[config.mk]
export PLATFORM = sky130hd
export DESIGN_NAME = clock_gen_power_control
export DESIGN_NICKNAME = d
export VERILOG_FILES = /design/src/core/clkpwr_pkg.sv /design/src/core/clock_gen_power_control.sv
export SDC_FILE = /design/constraint.sdc
export NUM_CORES = 1
export LEC_CHECK = 0
export ABC_AREA = 0
export BUFFER_PORTS_ARGS = -buffer_cell sky130_fd_sc_hd__buf_2
export CORE_MARGIN = 5
export CORE_UTILIZATION = 30
export DETAILED_ROUTE_END_ITERATION = 10
export PLACE_DENSITY = 0.53
export SLEW_MARGIN = 10
export SYNTH_ARGS = -nofsm -noshare
export SYNTH_HDL_FRONTEND = slang
export SYNTH_SLANG_ARGS = --single-unit
[constraint.sdc]
create_clock -name mclk_i -period 2.3 [get_ports mclk_i]
set_input_delay 0 -clock mclk_i [delete_from_list [all_inputs] [get_ports mclk_i]]
set_output_delay 0 -clock mclk_i [all_outputs]
set_load 0.03 [all_outputs]
[src/core/clkpwr_pkg.sv]
// constants and types for the clock generation and power control block
package clkpwr_pkg;
  // timing
  localparam int CLK_MHZ        = 100;
  localparam int PLL_SETTLE_US  = 100;
  localparam int PLL_SETTLE_CYC = PLL_SETTLE_US * CLK_MHZ;
  // register byte offsets
  localparam logic [7:0] OFF_MAIN_SEL   = 8'h00;
  localparam logic [7:0] OFF_PLL_REF    = 8'h04;
  localparam logic [7:0] OFF_PLL_CTRL   = 8'h08;
  localparam logic [7:0] OFF_PLL_STAT   = 8'h0c;
  localparam logic [7:0] OFF_CORE_DIV   = 8'h10;
  localparam logic [7:0] OFF_PERIPH_EN  = 8'h14;
  localparam logic [7:0] OFF_PERIPH_DIV = 8'h18;
  localparam logic [7:0] OFF_CLOCK_OUTPUT_PIN     = 8'h1c;
  localparam logic [7:0] OFF_WDT_SEL    = 8'h20;
  localparam logic [7:0] OFF_PWR        = 8'h24;
  localparam logic [7:0] OFF_OSC        = 8'h28;
  localparam logic [7:0] OFF_STATUS     = 8'h2c;
  // main clock and clock output source codes
  localparam logic [1:0] SRC_IRC  = 2'h0;
  localparam logic [1:0] SRC_SYS  = 2'h1;
  localparam logic [1:0] SRC_WDO  = 2'h2;
  localparam logic [1:0] SRC_PLL  = 2'h3;
  localparam logic [1:0] SRC_MAIN = 2'h3;
  // field positions
  localparam int PLL_MSEL_LSB   = 0;
  localparam int PLL_PSEL_LSB   = 5;
  localparam int PLL_PU_BIT     = 8;
  localparam int PLL_BYP_BIT    = 9;
  localparam int PDIV1_LSB      = 8;
  localparam int CLOCK_OUTPUT_PIN_EN_BIT  = 8;
  localparam int OSC_SYS_EN_BIT = 0;
  localparam int OSC_WDO_EN_BIT = 1;
  localparam int OSC_WDO_FQ_LSB = 4;
  localparam int STAT_BUSY_BIT  = 2;
  localparam int STAT_MODE_LSB  = 4;
  // reset values
  localparam logic [4:0] MSEL_RST     = 5'h00;
  localparam logic [1:0] PSEL_RST     = 2'h0;
  localparam logic [7:0] CORE_DIV_RST = 8'h01;
  localparam logic [7:0] PDIV_RST     = 8'h01;
  localparam logic [3:0] WDO_FQ_RST   = 4'h0;
  // synchronised input slots
  localparam int IN_IRC  = 0;
  localparam int IN_SYS  = 1;
  localparam int IN_WDO  = 2;
  localparam int IN_RTC  = 3;
  localparam int IN_CCO  = 4;
  localparam int IN_WAKE = 5;
  localparam int N_IN    = 6;

  typedef enum logic [1:0] {PM_ACTIVE, PM_SLEEP, PM_DEEP_SLEEP, PM_DPD} pwr_mode_t;
  typedef enum logic [1:0] {SW_RUN, SW_OFF_WAIT, SW_ON_WAIT} sw_state_t;
endpackage

[src/core/clock_gen_power_control.sv]
// clock source selection, system pll control, clock gating and power modes
// Functional notes
// - reset runs from 12 MHz internal RC oscillator
// - RC oscillator feeds watchdog timer and PLL
// - crystal oscillator drives core directly or via PLL
// - watchdog oscillator drives core, watchdog, clock output
// - PLL multiplier programmable 1 to 32
// - loop divider keeps oscillator in 156-320 MHz
// - post divider ratios 2, 4, 8, 16
// - PLL output always 50 % duty
// - reset powers PLL off and bypasses it
// - PLL settles 100 us before lock
// - clock output selects RC, crystal, watchdog, main
// - Deep power-down wake restarts on RC oscillator
// - three reduced power states implemented
// - core clock divider programmable at run time
// - per-peripheral clock enables stop clocks fully
// - selected peripherals get own clock divider
// - Sleep stops only the core clock
// - 32 kHz oscillator feeds only the RTC
`timescale 1ns/1ps
module clock_gen_power_control
  import clkpwr_pkg::*;
#(
  parameter int N_PERIPH = 16,
  parameter int N_PDIV   = 2,
  parameter int LOCK_CYC = PLL_SETTLE_CYC
) (
  input  wire logic                mclk_i,
  input  wire logic                srst_i,
  input  wire logic [7:0]          addr_i,
  input  wire logic [31:0]         wdata_i,
  input  wire logic                wr_i,
  input  wire logic                rd_i,
  output logic      [31:0]         rdata_o,
  input  wire logic                irc_osc_i,
  input  wire logic                sys_osc_i,
  input  wire logic                wdo_osc_i,
  input  wire logic                rtc_osc_i,
  input  wire logic                cco_osc_i,
  input  wire logic                wake_i,
  output logic                     core_clk_o,
  output logic [N_PERIPH-1:0]      periph_clk_o,
  output logic [N_PDIV-1:0]        pdiv_clk_o,
  output logic                     clock_output_pin_o,
  output logic                     wdt_clk_o,
  output logic                     rtc_clk_o,
  output logic                     pll_pd_o,
  output logic [4:0]               pll_msel_o,
  output logic [1:0]               pll_loop_div_o,
  output logic                     sys_osc_en_o,
  output logic                     wdo_osc_en_o,
  output logic [3:0]               wdo_freq_o,
  output logic [1:0]               pwr_mode_o
);
  localparam int LW = $clog2(LOCK_CYC + 1);
  if (N_PERIPH < 1 || N_PERIPH > 32 || N_PDIV < 1 || N_PDIV > 4 || LOCK_CYC < 1) begin : g_chk
    $error("clock_gen_power_control: unsupported parameter values");
  end
  function automatic logic pick4(input logic [1:0] sel, input logic [3:0] lv);
    pick4 = lv[sel];
  endfunction
  // input synchronisers: three stages, change accepted when stages two and three agree
  logic [N_IN-1:0] s0_r, s1_r, s2_r, in_f_r, in_prev_r;
  always_ff @(posedge mclk_i) begin
    s0_r <= {wake_i, cco_osc_i, rtc_osc_i, wdo_osc_i, sys_osc_i, irc_osc_i};
    s1_r <= s0_r;
    s2_r <= s1_r;
  end
  always_ff @(posedge mclk_i) begin
    if (srst_i) begin
      in_f_r    <= '0;
      in_prev_r <= '0;
    end else begin
      for (int i = 0; i < N_IN; i++) begin
        if (s1_r[i] == s2_r[i]) in_f_r[i] <= s2_r[i];
      end
      in_prev_r <= in_f_r;
    end
  end
  logic cco_rise, wake_rise;
  assign cco_rise  = in_f_r[IN_CCO] & ~in_prev_r[IN_CCO];
  assign wake_rise = in_f_r[IN_WAKE] & ~in_prev_r[IN_WAKE];

  // software registers
  logic [1:0]          main_sel_r, clock_output_pin_sel_r;
  logic                pll_ref_r, wdt_sel_r, clock_output_pin_en_r;
  logic [4:0]          msel_r;
  logic [1:0]          psel_r;
  logic                pll_pd_r, pll_bypass_r;
  logic [7:0]          core_div_r;
  logic [N_PERIPH-1:0] periph_en_r;
  logic [7:0]          pdiv_r [N_PDIV];
  logic                sys_en_r, wdo_en_r;
  logic [3:0]          wdo_fq_r;
  pwr_mode_t           pm_r;
  logic                dpd_wake, wr_pll;
  assign dpd_wake = (pm_r == PM_DPD) && wake_rise;
  assign wr_pll   = wr_i && (addr_i == OFF_PLL_CTRL);
  always_ff @(posedge mclk_i) begin
    if (srst_i || dpd_wake) begin
      main_sel_r <= SRC_IRC;
    end else if (wr_i && addr_i == OFF_MAIN_SEL) begin
      main_sel_r <= wdata_i[1:0];
    end
  end

  always_ff @(posedge mclk_i) begin
    if (srst_i || dpd_wake) begin
      msel_r       <= MSEL_RST;
      psel_r       <= PSEL_RST;
      pll_pd_r     <= 1'b1;
      pll_bypass_r <= 1'b1;
    end else if (wr_pll) begin
      msel_r       <= wdata_i[PLL_MSEL_LSB +: 5];
      psel_r       <= wdata_i[PLL_PSEL_LSB +: 2];
      pll_pd_r     <= ~wdata_i[PLL_PU_BIT];
      pll_bypass_r <= wdata_i[PLL_BYP_BIT];
    end
  end

  always_ff @(posedge mclk_i) begin
    if (srst_i) begin
      pll_ref_r    <= 1'b0;
      wdt_sel_r    <= 1'b0;
      clock_output_pin_sel_r <= SRC_IRC;
      clock_output_pin_en_r  <= 1'b0;
      core_div_r   <= CORE_DIV_RST;
      periph_en_r  <= '0;
      sys_en_r     <= 1'b0;
      wdo_en_r     <= 1'b0;
      wdo_fq_r     <= WDO_FQ_RST;
      for (int i = 0; i < N_PDIV; i++) pdiv_r[i] <= PDIV_RST;
    end else if (wr_i) begin
      case (addr_i)
        OFF_PLL_REF:   pll_ref_r <= wdata_i[0];
        OFF_WDT_SEL:   wdt_sel_r <= wdata_i[0];
        OFF_CLOCK_OUTPUT_PIN: begin
          clock_output_pin_sel_r <= wdata_i[1:0];
          clock_output_pin_en_r  <= wdata_i[CLOCK_OUTPUT_PIN_EN_BIT];
        end
        OFF_CORE_DIV:  core_div_r <= wdata_i[7:0];
        OFF_PERIPH_EN: periph_en_r <= wdata_i[N_PERIPH-1:0];
        OFF_PERIPH_DIV: begin
          for (int i = 0; i < N_PDIV; i++) pdiv_r[i] <= wdata_i[i*PDIV1_LSB +: 8];
        end
        OFF_OSC: begin
          sys_en_r <= wdata_i[OSC_SYS_EN_BIT];
          wdo_en_r <= wdata_i[OSC_WDO_EN_BIT];
          wdo_fq_r <= wdata_i[OSC_WDO_FQ_LSB +: 4];
        end
        default: ;
      endcase
    end
  end
  // power modes: a write enters a reduced state, a wake edge returns to active
  always_ff @(posedge mclk_i) begin
    if (srst_i) begin
      pm_r <= PM_ACTIVE;
    end else if (pm_r != PM_ACTIVE) begin
      if (wake_rise) pm_r <= PM_ACTIVE;
    end else if (wr_i && addr_i == OFF_PWR) begin
      pm_r <= pwr_mode_t'(wdata_i[1:0]);
    end
  end
  // pll lock timer
  logic [LW-1:0] lock_cnt_r;
  logic          pll_locked_r;
  always_ff @(posedge mclk_i) begin
    if (srst_i || pll_pd_r || wr_pll) begin
      lock_cnt_r   <= '0;
      pll_locked_r <= 1'b0;
    end else if (!pll_locked_r) begin
      if (lock_cnt_r == LW'(LOCK_CYC - 1)) pll_locked_r <= 1'b1;
      else lock_cnt_r <= lock_cnt_r + 1'b1;
    end
  end
  // post divider on the oscillator: toggle every 2**psel edges, so ratio is 2..16
  logic [3:0] pd_cnt_r;
  logic       pll_div_r;
  logic [3:0] pd_half;
  assign pd_half = 4'(4'h1 << psel_r) - 4'h1;
  always_ff @(posedge mclk_i) begin
    if (srst_i || pll_pd_r) begin
      pd_cnt_r  <= '0;
      pll_div_r <= 1'b0;
    end else if (cco_rise) begin
      if (pd_cnt_r >= pd_half) begin
        pd_cnt_r  <= '0;
        pll_div_r <= ~pll_div_r;
      end else begin
        pd_cnt_r <= pd_cnt_r + 4'h1;
      end
    end
  end
  logic ref_lvl, pll_lvl;
  logic [3:0] src_lv;
  assign ref_lvl = pll_ref_r ? in_f_r[IN_SYS] : in_f_r[IN_IRC];
  assign pll_lvl = (pll_bypass_r || pll_pd_r) ? ref_lvl : pll_div_r;
  // rtc oscillator is deliberately absent from every selector
  assign src_lv  = {pll_lvl, in_f_r[IN_WDO], in_f_r[IN_SYS], in_f_r[IN_IRC]};
  // glitch-free main clock switch
  sw_state_t sw_r;
  logic [1:0] cur_src_r;
  logic       main_lvl_r;
  logic       cur_lvl;
  assign cur_lvl = pick4(cur_src_r, src_lv);
  always_ff @(posedge mclk_i) begin
    if (srst_i) begin
      sw_r       <= SW_RUN;
      cur_src_r  <= SRC_IRC;
      main_lvl_r <= 1'b0;
    end else begin
      case (sw_r)
        SW_RUN: begin
          main_lvl_r <= cur_lvl;
          if (main_sel_r != cur_src_r) sw_r <= SW_OFF_WAIT;
        end
        SW_OFF_WAIT: begin
          if (!cur_lvl) begin
            main_lvl_r <= 1'b0;
            cur_src_r  <= main_sel_r;
            sw_r       <= SW_ON_WAIT;
          end
        end
        SW_ON_WAIT: begin
          main_lvl_r <= 1'b0;
          if (!cur_lvl) sw_r <= SW_RUN;
        end
        default: sw_r <= SW_RUN;
      endcase
    end
  end

  logic main_rise, main_prev_r, main_run;
  always_ff @(posedge mclk_i) begin
    if (srst_i) main_prev_r <= 1'b0;
    else main_prev_r <= main_lvl_r;
  end
  assign main_rise = main_lvl_r & ~main_prev_r;
  // deep sleep and deep power-down stop the peripheral and divided clocks derived from the main clock
  assign main_run  = (pm_r == PM_ACTIVE) || (pm_r == PM_SLEEP);

  // core clock: toggles every core_div main edges; zero stops it
  logic [7:0] core_cnt_r;
  logic       core_tgl_r, core_run_r;
  always_ff @(posedge mclk_i) begin
    if (srst_i || core_div_r == 8'h00) begin
      core_cnt_r <= '0;
      core_tgl_r <= 1'b0;
    end else if (main_rise) begin
      if (core_cnt_r >= core_div_r - 8'h01) begin
        core_cnt_r <= '0;
        core_tgl_r <= ~core_tgl_r;
      end else begin
        core_cnt_r <= core_cnt_r + 8'h01;
      end
    end
  end
  // gate changes only while the divided clock is low
  always_ff @(posedge mclk_i) begin
    if (srst_i) core_run_r <= 1'b1;
    else if (!core_tgl_r) core_run_r <= (pm_r == PM_ACTIVE);
  end
  // per-peripheral dividers
  logic [7:0]        pdiv_cnt_r [N_PDIV];
  logic [N_PDIV-1:0] pdiv_tgl_r;
  always_ff @(posedge mclk_i) begin
    if (srst_i) begin
      pdiv_tgl_r <= '0;
      for (int i = 0; i < N_PDIV; i++) pdiv_cnt_r[i] <= '0;
    end else if (main_rise) begin
      for (int i = 0; i < N_PDIV; i++) begin
        if (pdiv_r[i] == 8'h00) begin
          pdiv_cnt_r[i] <= '0;
          pdiv_tgl_r[i] <= 1'b0;
        end else if (pdiv_cnt_r[i] >= pdiv_r[i] - 8'h01) begin
          pdiv_cnt_r[i] <= '0;
          pdiv_tgl_r[i] <= ~pdiv_tgl_r[i];
        end else begin
          pdiv_cnt_r[i] <= pdiv_cnt_r[i] + 8'h01;
        end
      end
    end
  end
  // output flops
  logic [3:0] co_lv;
  assign co_lv = {main_lvl_r, in_f_r[IN_WDO], in_f_r[IN_SYS], in_f_r[IN_IRC]};
  always_ff @(posedge mclk_i) begin
    if (srst_i) begin
      core_clk_o   <= 1'b0;
      periph_clk_o <= '0;
      pdiv_clk_o   <= '0;
      clock_output_pin_o     <= 1'b0;
      wdt_clk_o    <= 1'b0;
      rtc_clk_o    <= 1'b0;
      pll_pd_o       <= 1'b1;
      pll_msel_o     <= MSEL_RST;
      pll_loop_div_o <= PSEL_RST;
      sys_osc_en_o   <= 1'b0;
      wdo_osc_en_o   <= 1'b0;
      wdo_freq_o     <= WDO_FQ_RST;
      pwr_mode_o     <= PM_ACTIVE;
    end else begin
      core_clk_o   <= core_tgl_r & core_run_r;
      periph_clk_o <= periph_en_r & {N_PERIPH{main_lvl_r & main_run}};
      pdiv_clk_o   <= pdiv_tgl_r & {N_PDIV{main_run}};
      clock_output_pin_o     <= clock_output_pin_en_r & pick4(clock_output_pin_sel_r, co_lv);
      wdt_clk_o    <= wdt_sel_r ? in_f_r[IN_WDO] : in_f_r[IN_IRC];
      rtc_clk_o    <= in_f_r[IN_RTC];
      pll_pd_o       <= pll_pd_r;
      pll_msel_o     <= msel_r;
      pll_loop_div_o <= psel_r;
      sys_osc_en_o   <= sys_en_r;
      wdo_osc_en_o   <= wdo_en_r;
      wdo_freq_o     <= wdo_fq_r;
      pwr_mode_o     <= pm_r;
    end
  end
  // register read, data one cycle after the strobe
  logic [31:0] rd_val;
  always_comb begin
    rd_val = 32'h0000_0000;
    case (addr_i)
      OFF_MAIN_SEL:   rd_val[1:0] = main_sel_r;
      OFF_PLL_REF:    rd_val[0] = pll_ref_r;
      OFF_PLL_CTRL: begin
        rd_val[PLL_MSEL_LSB +: 5] = msel_r;
        rd_val[PLL_PSEL_LSB +: 2] = psel_r;
        rd_val[PLL_PU_BIT]        = ~pll_pd_r;
        rd_val[PLL_BYP_BIT]       = pll_bypass_r;
      end
      OFF_PLL_STAT:   rd_val[0] = pll_locked_r;
      OFF_CORE_DIV:   rd_val[7:0] = core_div_r;
      OFF_PERIPH_EN:  rd_val[N_PERIPH-1:0] = periph_en_r;
      OFF_PERIPH_DIV: for (int i = 0; i < N_PDIV; i++) rd_val[i*PDIV1_LSB +: 8] = pdiv_r[i];
      OFF_CLOCK_OUTPUT_PIN: begin
        rd_val[1:0]           = clock_output_pin_sel_r;
        rd_val[CLOCK_OUTPUT_PIN_EN_BIT] = clock_output_pin_en_r;
      end
      OFF_WDT_SEL:    rd_val[0] = wdt_sel_r;
      OFF_PWR:        rd_val[1:0] = pm_r;
      OFF_OSC: begin
        rd_val[OSC_SYS_EN_BIT]      = sys_en_r;
        rd_val[OSC_WDO_EN_BIT]      = wdo_en_r;
        rd_val[OSC_WDO_FQ_LSB +: 4] = wdo_fq_r;
      end
      OFF_STATUS: begin
        rd_val[1:0]               = cur_src_r;
        rd_val[STAT_BUSY_BIT]     = (sw_r != SW_RUN);
        rd_val[STAT_MODE_LSB +: 2] = pm_r;
      end
      default: rd_val = 32'h0000_0000;
    endcase
  end
  always_ff @(posedge mclk_i) begin
    if (srst_i) rdata_o <= 32'h0000_0000;
    else rdata_o <= rd_i ? rd_val : 32'h0000_0000;
  end
endmodule

; Word-level counts from Yosys, hierarchy flattened
; Memory sizes are Yosys's and may differ from the RTL's.
; Index checks and enable logic that the tools add are counted.
; W data, S select, Z words.
[word_totals]
inputBits = 50
reg_bits = 186
output_inout_bits = 70
mem_bits_rw = 32
n_memories = 2
[classes]
muxes = 76
n_reduce_logical = 38
n_bitwise = 29
addsub = 9
magnitude_cmp = 6
shifts = 1
n_eq_ne = 27
[memory_table]
columns = name, depth, word_bits, rd, rd_clocked_by_memory_dff, wr, line
row1 = pdiv_cnt_r, 2, 8, 2, 0, 2, clock_gen_power_control.sv:266  ; logic [7:0] pdiv_cnt_r [N_PDIV];
row2 = pdiv_r, 2, 8, 2, 0, 2, clock_gen_power_control.sv:93  ; logic [7:0] pdiv_r [N_PDIV];
[ops]
columns = cell, count
row1 = $mux W8, 9
row2 = $mux W1, 46
row3 = $eq A8 B5 Y1 const B, 4
row4 = $eq A8 B6 Y1 const B, 4
row5 = $logic_not A8 Y1, 4
row6 = $reduce_and A2 Y1, 14
row7 = $add A8 B1 Y8 const B, 3
row8 = $ge A8 B8 Y1, 3
row9 = $sub A8 B1 Y8 const B, 3
row10 = $and A16 B16 Y16, 1
row11 = $eq A8 B4 Y1 const B, 2
row12 = $add A14 B1 Y14 const B, 1
row13 = $eq A14 B14 Y1 const B, 1
row14 = $not A1 Y1, 13
row15 = $mux W2, 6
row16 = $pmux W1 S12, 1
row17 = $pmux W1 S4, 3
row18 = $pmux W2 S6, 1
row19 = $pmux W6 S2, 1
row20 = $pmux W1 S5, 2
row21 = $reduce_bool A2 Y1, 5
row22 = $pmux W1 S9, 1
row23 = $eq A8 B3 Y1 const B, 1
row24 = $ne A2 B2 Y1 const B, 4
row25 = other kinds (22), 53

; Longest topological paths before layout
; An unclocked memory read counts as a cell.
[logic_depth]
depth_word = 10
ltp_mapped = 12

; Worst setup path before layout
; No wires, ideal clock.
[synth_timing]
path_kind = flip-flop to flip-flop
from = memory pdiv_r[1][4] (netlist: pdiv_r[0][12])
to = register pdiv_tgl_r[1]
path_slack_ns = -0.257
setup_time_ns = 0.074
t_arrival_ns = 2.483
path_stages_with_launch = 10
required_ns = 2.226
path_cell_list = edfxtp_1 -> or4_1 -> nor4_1 -> xnor2_1 -> ha_1 -> nand4_1 -> nor2_1 -> a221oi_1 -> or4_1 -> a31oi_1
[synth_rtl]
columns = item, line
row1 = "start, declared", clock_gen_power_control.sv:93
row2 = "end signal, assigned by index", clock_gen_power_control.sv:279  ; pdiv_tgl_r[i] <= ~pdiv_tgl_r[i];
row3 = "end, declared", clock_gen_power_control.sv:267  ; logic [N_PDIV-1:0] pdiv_tgl_r;

==> results.json <==
{
  "synth_edf_count": 32,
  "max_freq_mhz": 404,
  "finalSetupTns_ns": -1.55,
  "crit_arrival_ns": 2.84,
  "ys_ff_latch": 198,
  "clockPowerShare_pct": 41.2,
  "crit_path_start": "pdiv_r[0][13]$_SDFFCE_PN0P_",
  "startpoint_type": "register",
  "irDropWorstVdd_mv": 0.490,
  "crit_required_ns": 2.67,
  "drt-total-wl_um": 23100,
  "ys_top_cells_by_area": "dfxtp_1 37%, edfxtp_1 11%, ha_1 6.0%",
  "ys_types": 73,
  "tightestPinTransition_ns": 0.732,
  "hold_viol": 0,
  "start_util_pct": 30.2,
  "swShare_pct": 27.2,
  "slew_headroom_pct": 50.0,
  "place_inst": 1409,
  "cpLargestDelayFamily": "simple AND/OR/NAND/NOR gates",
  "fin_total_pwr_mw": 7.32,
  "async_flop_share_pct": 0,
  "p_int_mw": 5.33,
  "post-route-min-period_ns": 2.47,
  "comb_power_share_pct": 8.7,
  "htreeDepth": 4,
  "setup_violations": 18,
  "finalNonFillerCells": 1477,
  "grt_max_degree": 39,
  "violations": "setup timing",
  "pwr-share-seq_pct": 50.1,
  "hold-worst-slack_ns": 0.0629,
  "rr_startpoint": "pdiv_r[0][13]$_SDFFCE_PN0P_",
  "end_kind": "register",
  "port_buffers": 87,
  "status": "finished, violations left",
  "first_iter_violations": 460,
  "yosys_warnings": 0,
  "drv_slew": 0,
  "fin_crit_sh_pct": 107,
  "p_leak_nw": 4.52,
  "slowest_delay_ns": 0.58,
  "yosysTopAreaCell": "dfxtp_1",
  "fp.coreArea_mm2": 0.0295,
  "min_from": "rd_i",
  "fillers": 2999,
  "dieWidth_um": 182,
  "final_common_cell": "dfxtp_1",
  "finalClockSkew_ns": 0.0128,
  "cts_max_path_buffers": 2,
  "grt_use_total_pct": 13.7,
  "first_pass_iters": 5,
  "ys.flop_type": "dfxtp_1",
  "clk_latency_ns": 0.44,
  "syn-cell-area_mm2": 0.00890,
  "io-pin-count": 120,
  "grt_pass1_vias": 6585,
  "fin_area_mm2": 0.0112,
  "rsz0062_at_grt": "true",
  "synth_top_area_share_pct": 37.3,
  "synthToLayoutAreaGrowth_pct": 26.0,
  "cts_tree": "done",
  "clkTransAtPathRegs_ns": 0.08,
  "synth_cells": 912,
  "grt_first_pass_wirelength_um": 36100,
  "routedWlPerCell_um": 15.6,
  "cts_buffers": 17,
  "antenna_found_initial": 5,
  "cts.sinks": 198,
  "powerDensity_mw_per_mm2": 653,
  "grt_overflow": 0,
  "worstSetupPathType": "register to register",
  "via_per_inst": 4.70,
  "layout_common_cells": "163 x dfxtp_1, 94 x nor2_1, 87 x buf_2, 77 x nand2_1, 68 x buf_4",
  "multiInputGateArea_mm2": 0.00450,
  "postRouteAntennaNets": 0,
  "seq_area_mm2": 0.00429,
  "dp_hpwl_um": 17100,
  "crit_chain": "or4_4 > nor4_4 > xnor2_1 > ha_1 > nand4_1 > nor2_2 > a221oi_4 > or4_1 > a31oi_1",
  "postLayoutCoreUtil_pct": 38.0,
  "fp.dieArea_mm2": 0.0332,
  "dp_slack_ns": -0.389,
  "cp_max_fo": 4,
  "worst_slack_ns": -0.172,
  "std_cell_rows": 63,
  "via_count": 6948,
  "fin_nets": 1165,
  "avgSynthCellArea_um2": 9.76,
  "p_switching_mw": 1.99,
  "drive_gt1_share_pct": 23.6,
  "ys_seq_area_share_pct": 48.1,
  "crit_slowest_cell": "or4_4",
  "die-height_um": 182,
  "min_path_type": "primary input to register",
  "cts_root_buf": "clkbuf_16",
  "cap_viol_max_count": 0,
  "gp_congestion": 0.801,
  "route.detailed.drc": 0,
  "placed_cell_area_mm2": 0.0101,
  "critPathBufInv": 0
}
==> power by group through the flow <==
stage	Clock, mW	Sequential [mW]	Combinational [mW]
3_3_place_gp	0	3.75	0.557
2_1_floorplan	0	3.74	0.369
5_1_grt	3.27	3.68	0.697
4_1_cts	3.12	3.67	0.624
6_report	3.02	3.67	0.635
3_5_place_dp	0	3.75	0.564
==> sequential cells by signal, indices dropped and copies added (netlist names), 3 cells and up <==
register      count
pdiv_cnt_r       16
s1_r              6
lock_cnt_r       14
pdiv_r           16
msel_r            5
periph_clk_o     16
rdata_o          16
pd_cnt_r          4
s0_r              6
in_f_r            6
core_div_r        8
s2_r              6
wdo_fq_r          4
pll_msel_o        5
in_prev_r         3
core_cnt_r        8
periph_en_r      16
wdo_freq_o        4
==> kinds of logic (layout without fill, tap and decap cells) <==
family,after synthesis,after routing,synth area share [%]
muxes,44,44,5.27
adders and majority gates,43,43,6.04
buffers and inverters,79,237,4.50
and+or+nand+nor,377,377,22.5
xor gates and xnor gates,49,49,4.82
AOI/OAI and AO/OA,121,121,8.66
other,1,18,0.0421
DFF,198,198,48.1
==> worst paths after layout <==
| path | end | slack [ns] | cells after the start |
|---|---|---|---|
| worst min-delay path | rdata_o[15]$_SDFF_PP0_ | 0.06 | 4 |
| worst max register to register | pdiv_tgl_r[1]$_SDFFE_PP0P_ | -0.17 | 9 |
| worst max-delay path | pdiv_tgl_r[1]$_SDFFE_PP0P_ | -0.17 | 9 |
| worst min register to register | s1_r[5]$_DFF_P_ | 0.33 | 0 |
==> cell type report <==
cell class              count  area share [%]
multi-input cells         650            40.2
inverters                  24           0.848
repair buffers            181            10.8
flip-flops and latches    198            38.3
clock inverters            15            1.68
clock buffers              17            3.79
diodes                      2          0.0446
well taps                 390            4.35
==> layer usage <==
layer | vias to the layer above | global-route usage [%] | wire length [um]
li1 | 3488 | - | -
met1 | 3296 | 17.7 | 10600
met2 | 131 | 23.3 | 11100
met3 | 27 | 3.47 | 1060
met4 | 6 | 2.97 | 272
met5 | - | 0 | 34
==> worst reg2reg max path: cells and delay by family (launching register included) <==
kind / cells / cell delay (ns)
AO/OA/AOI/OAI: 2 / 0.22
adder cells (fa/ha/maj): 1 / 0.29
flip-flops: 1 / 0.39
AND/OR/NAND/NOR: 5 / 1.42
XOR/XNOR: 1 / 0.10
==> synth_stat cells, drive strengths merged (17+ instances only) <==
| master | number |
|---|---|
| dfxtp | 166 |
| nor2 | 107 |
| nand2 | 81 |
| a21oi | 43 |
| ha | 43 |
| mux2i | 39 |
| buf | 32 |
| edfxtp | 32 |
| nand3 | 32 |
| xnor2 | 30 |
| nor2b | 26 |
| and3 | 24 |
| inv | 24 |
| clkbuf | 23 |
| o21ai | 22 |
| nor3 | 19 |
| xor2 | 19 |
| and2 | 17 |
==> repair_timing <==
item / 4_1_cts / 5_1_grt
pin swaps: 20 / 22
endpoints found under the setup margin: 19 / 28
endpoints found under the hold margin: 74 / 1
setup buffers: 4 / 5
resized for setup: 14 / 39
hold buffers: 25 / 1
(Power assumes the default switching activity.)
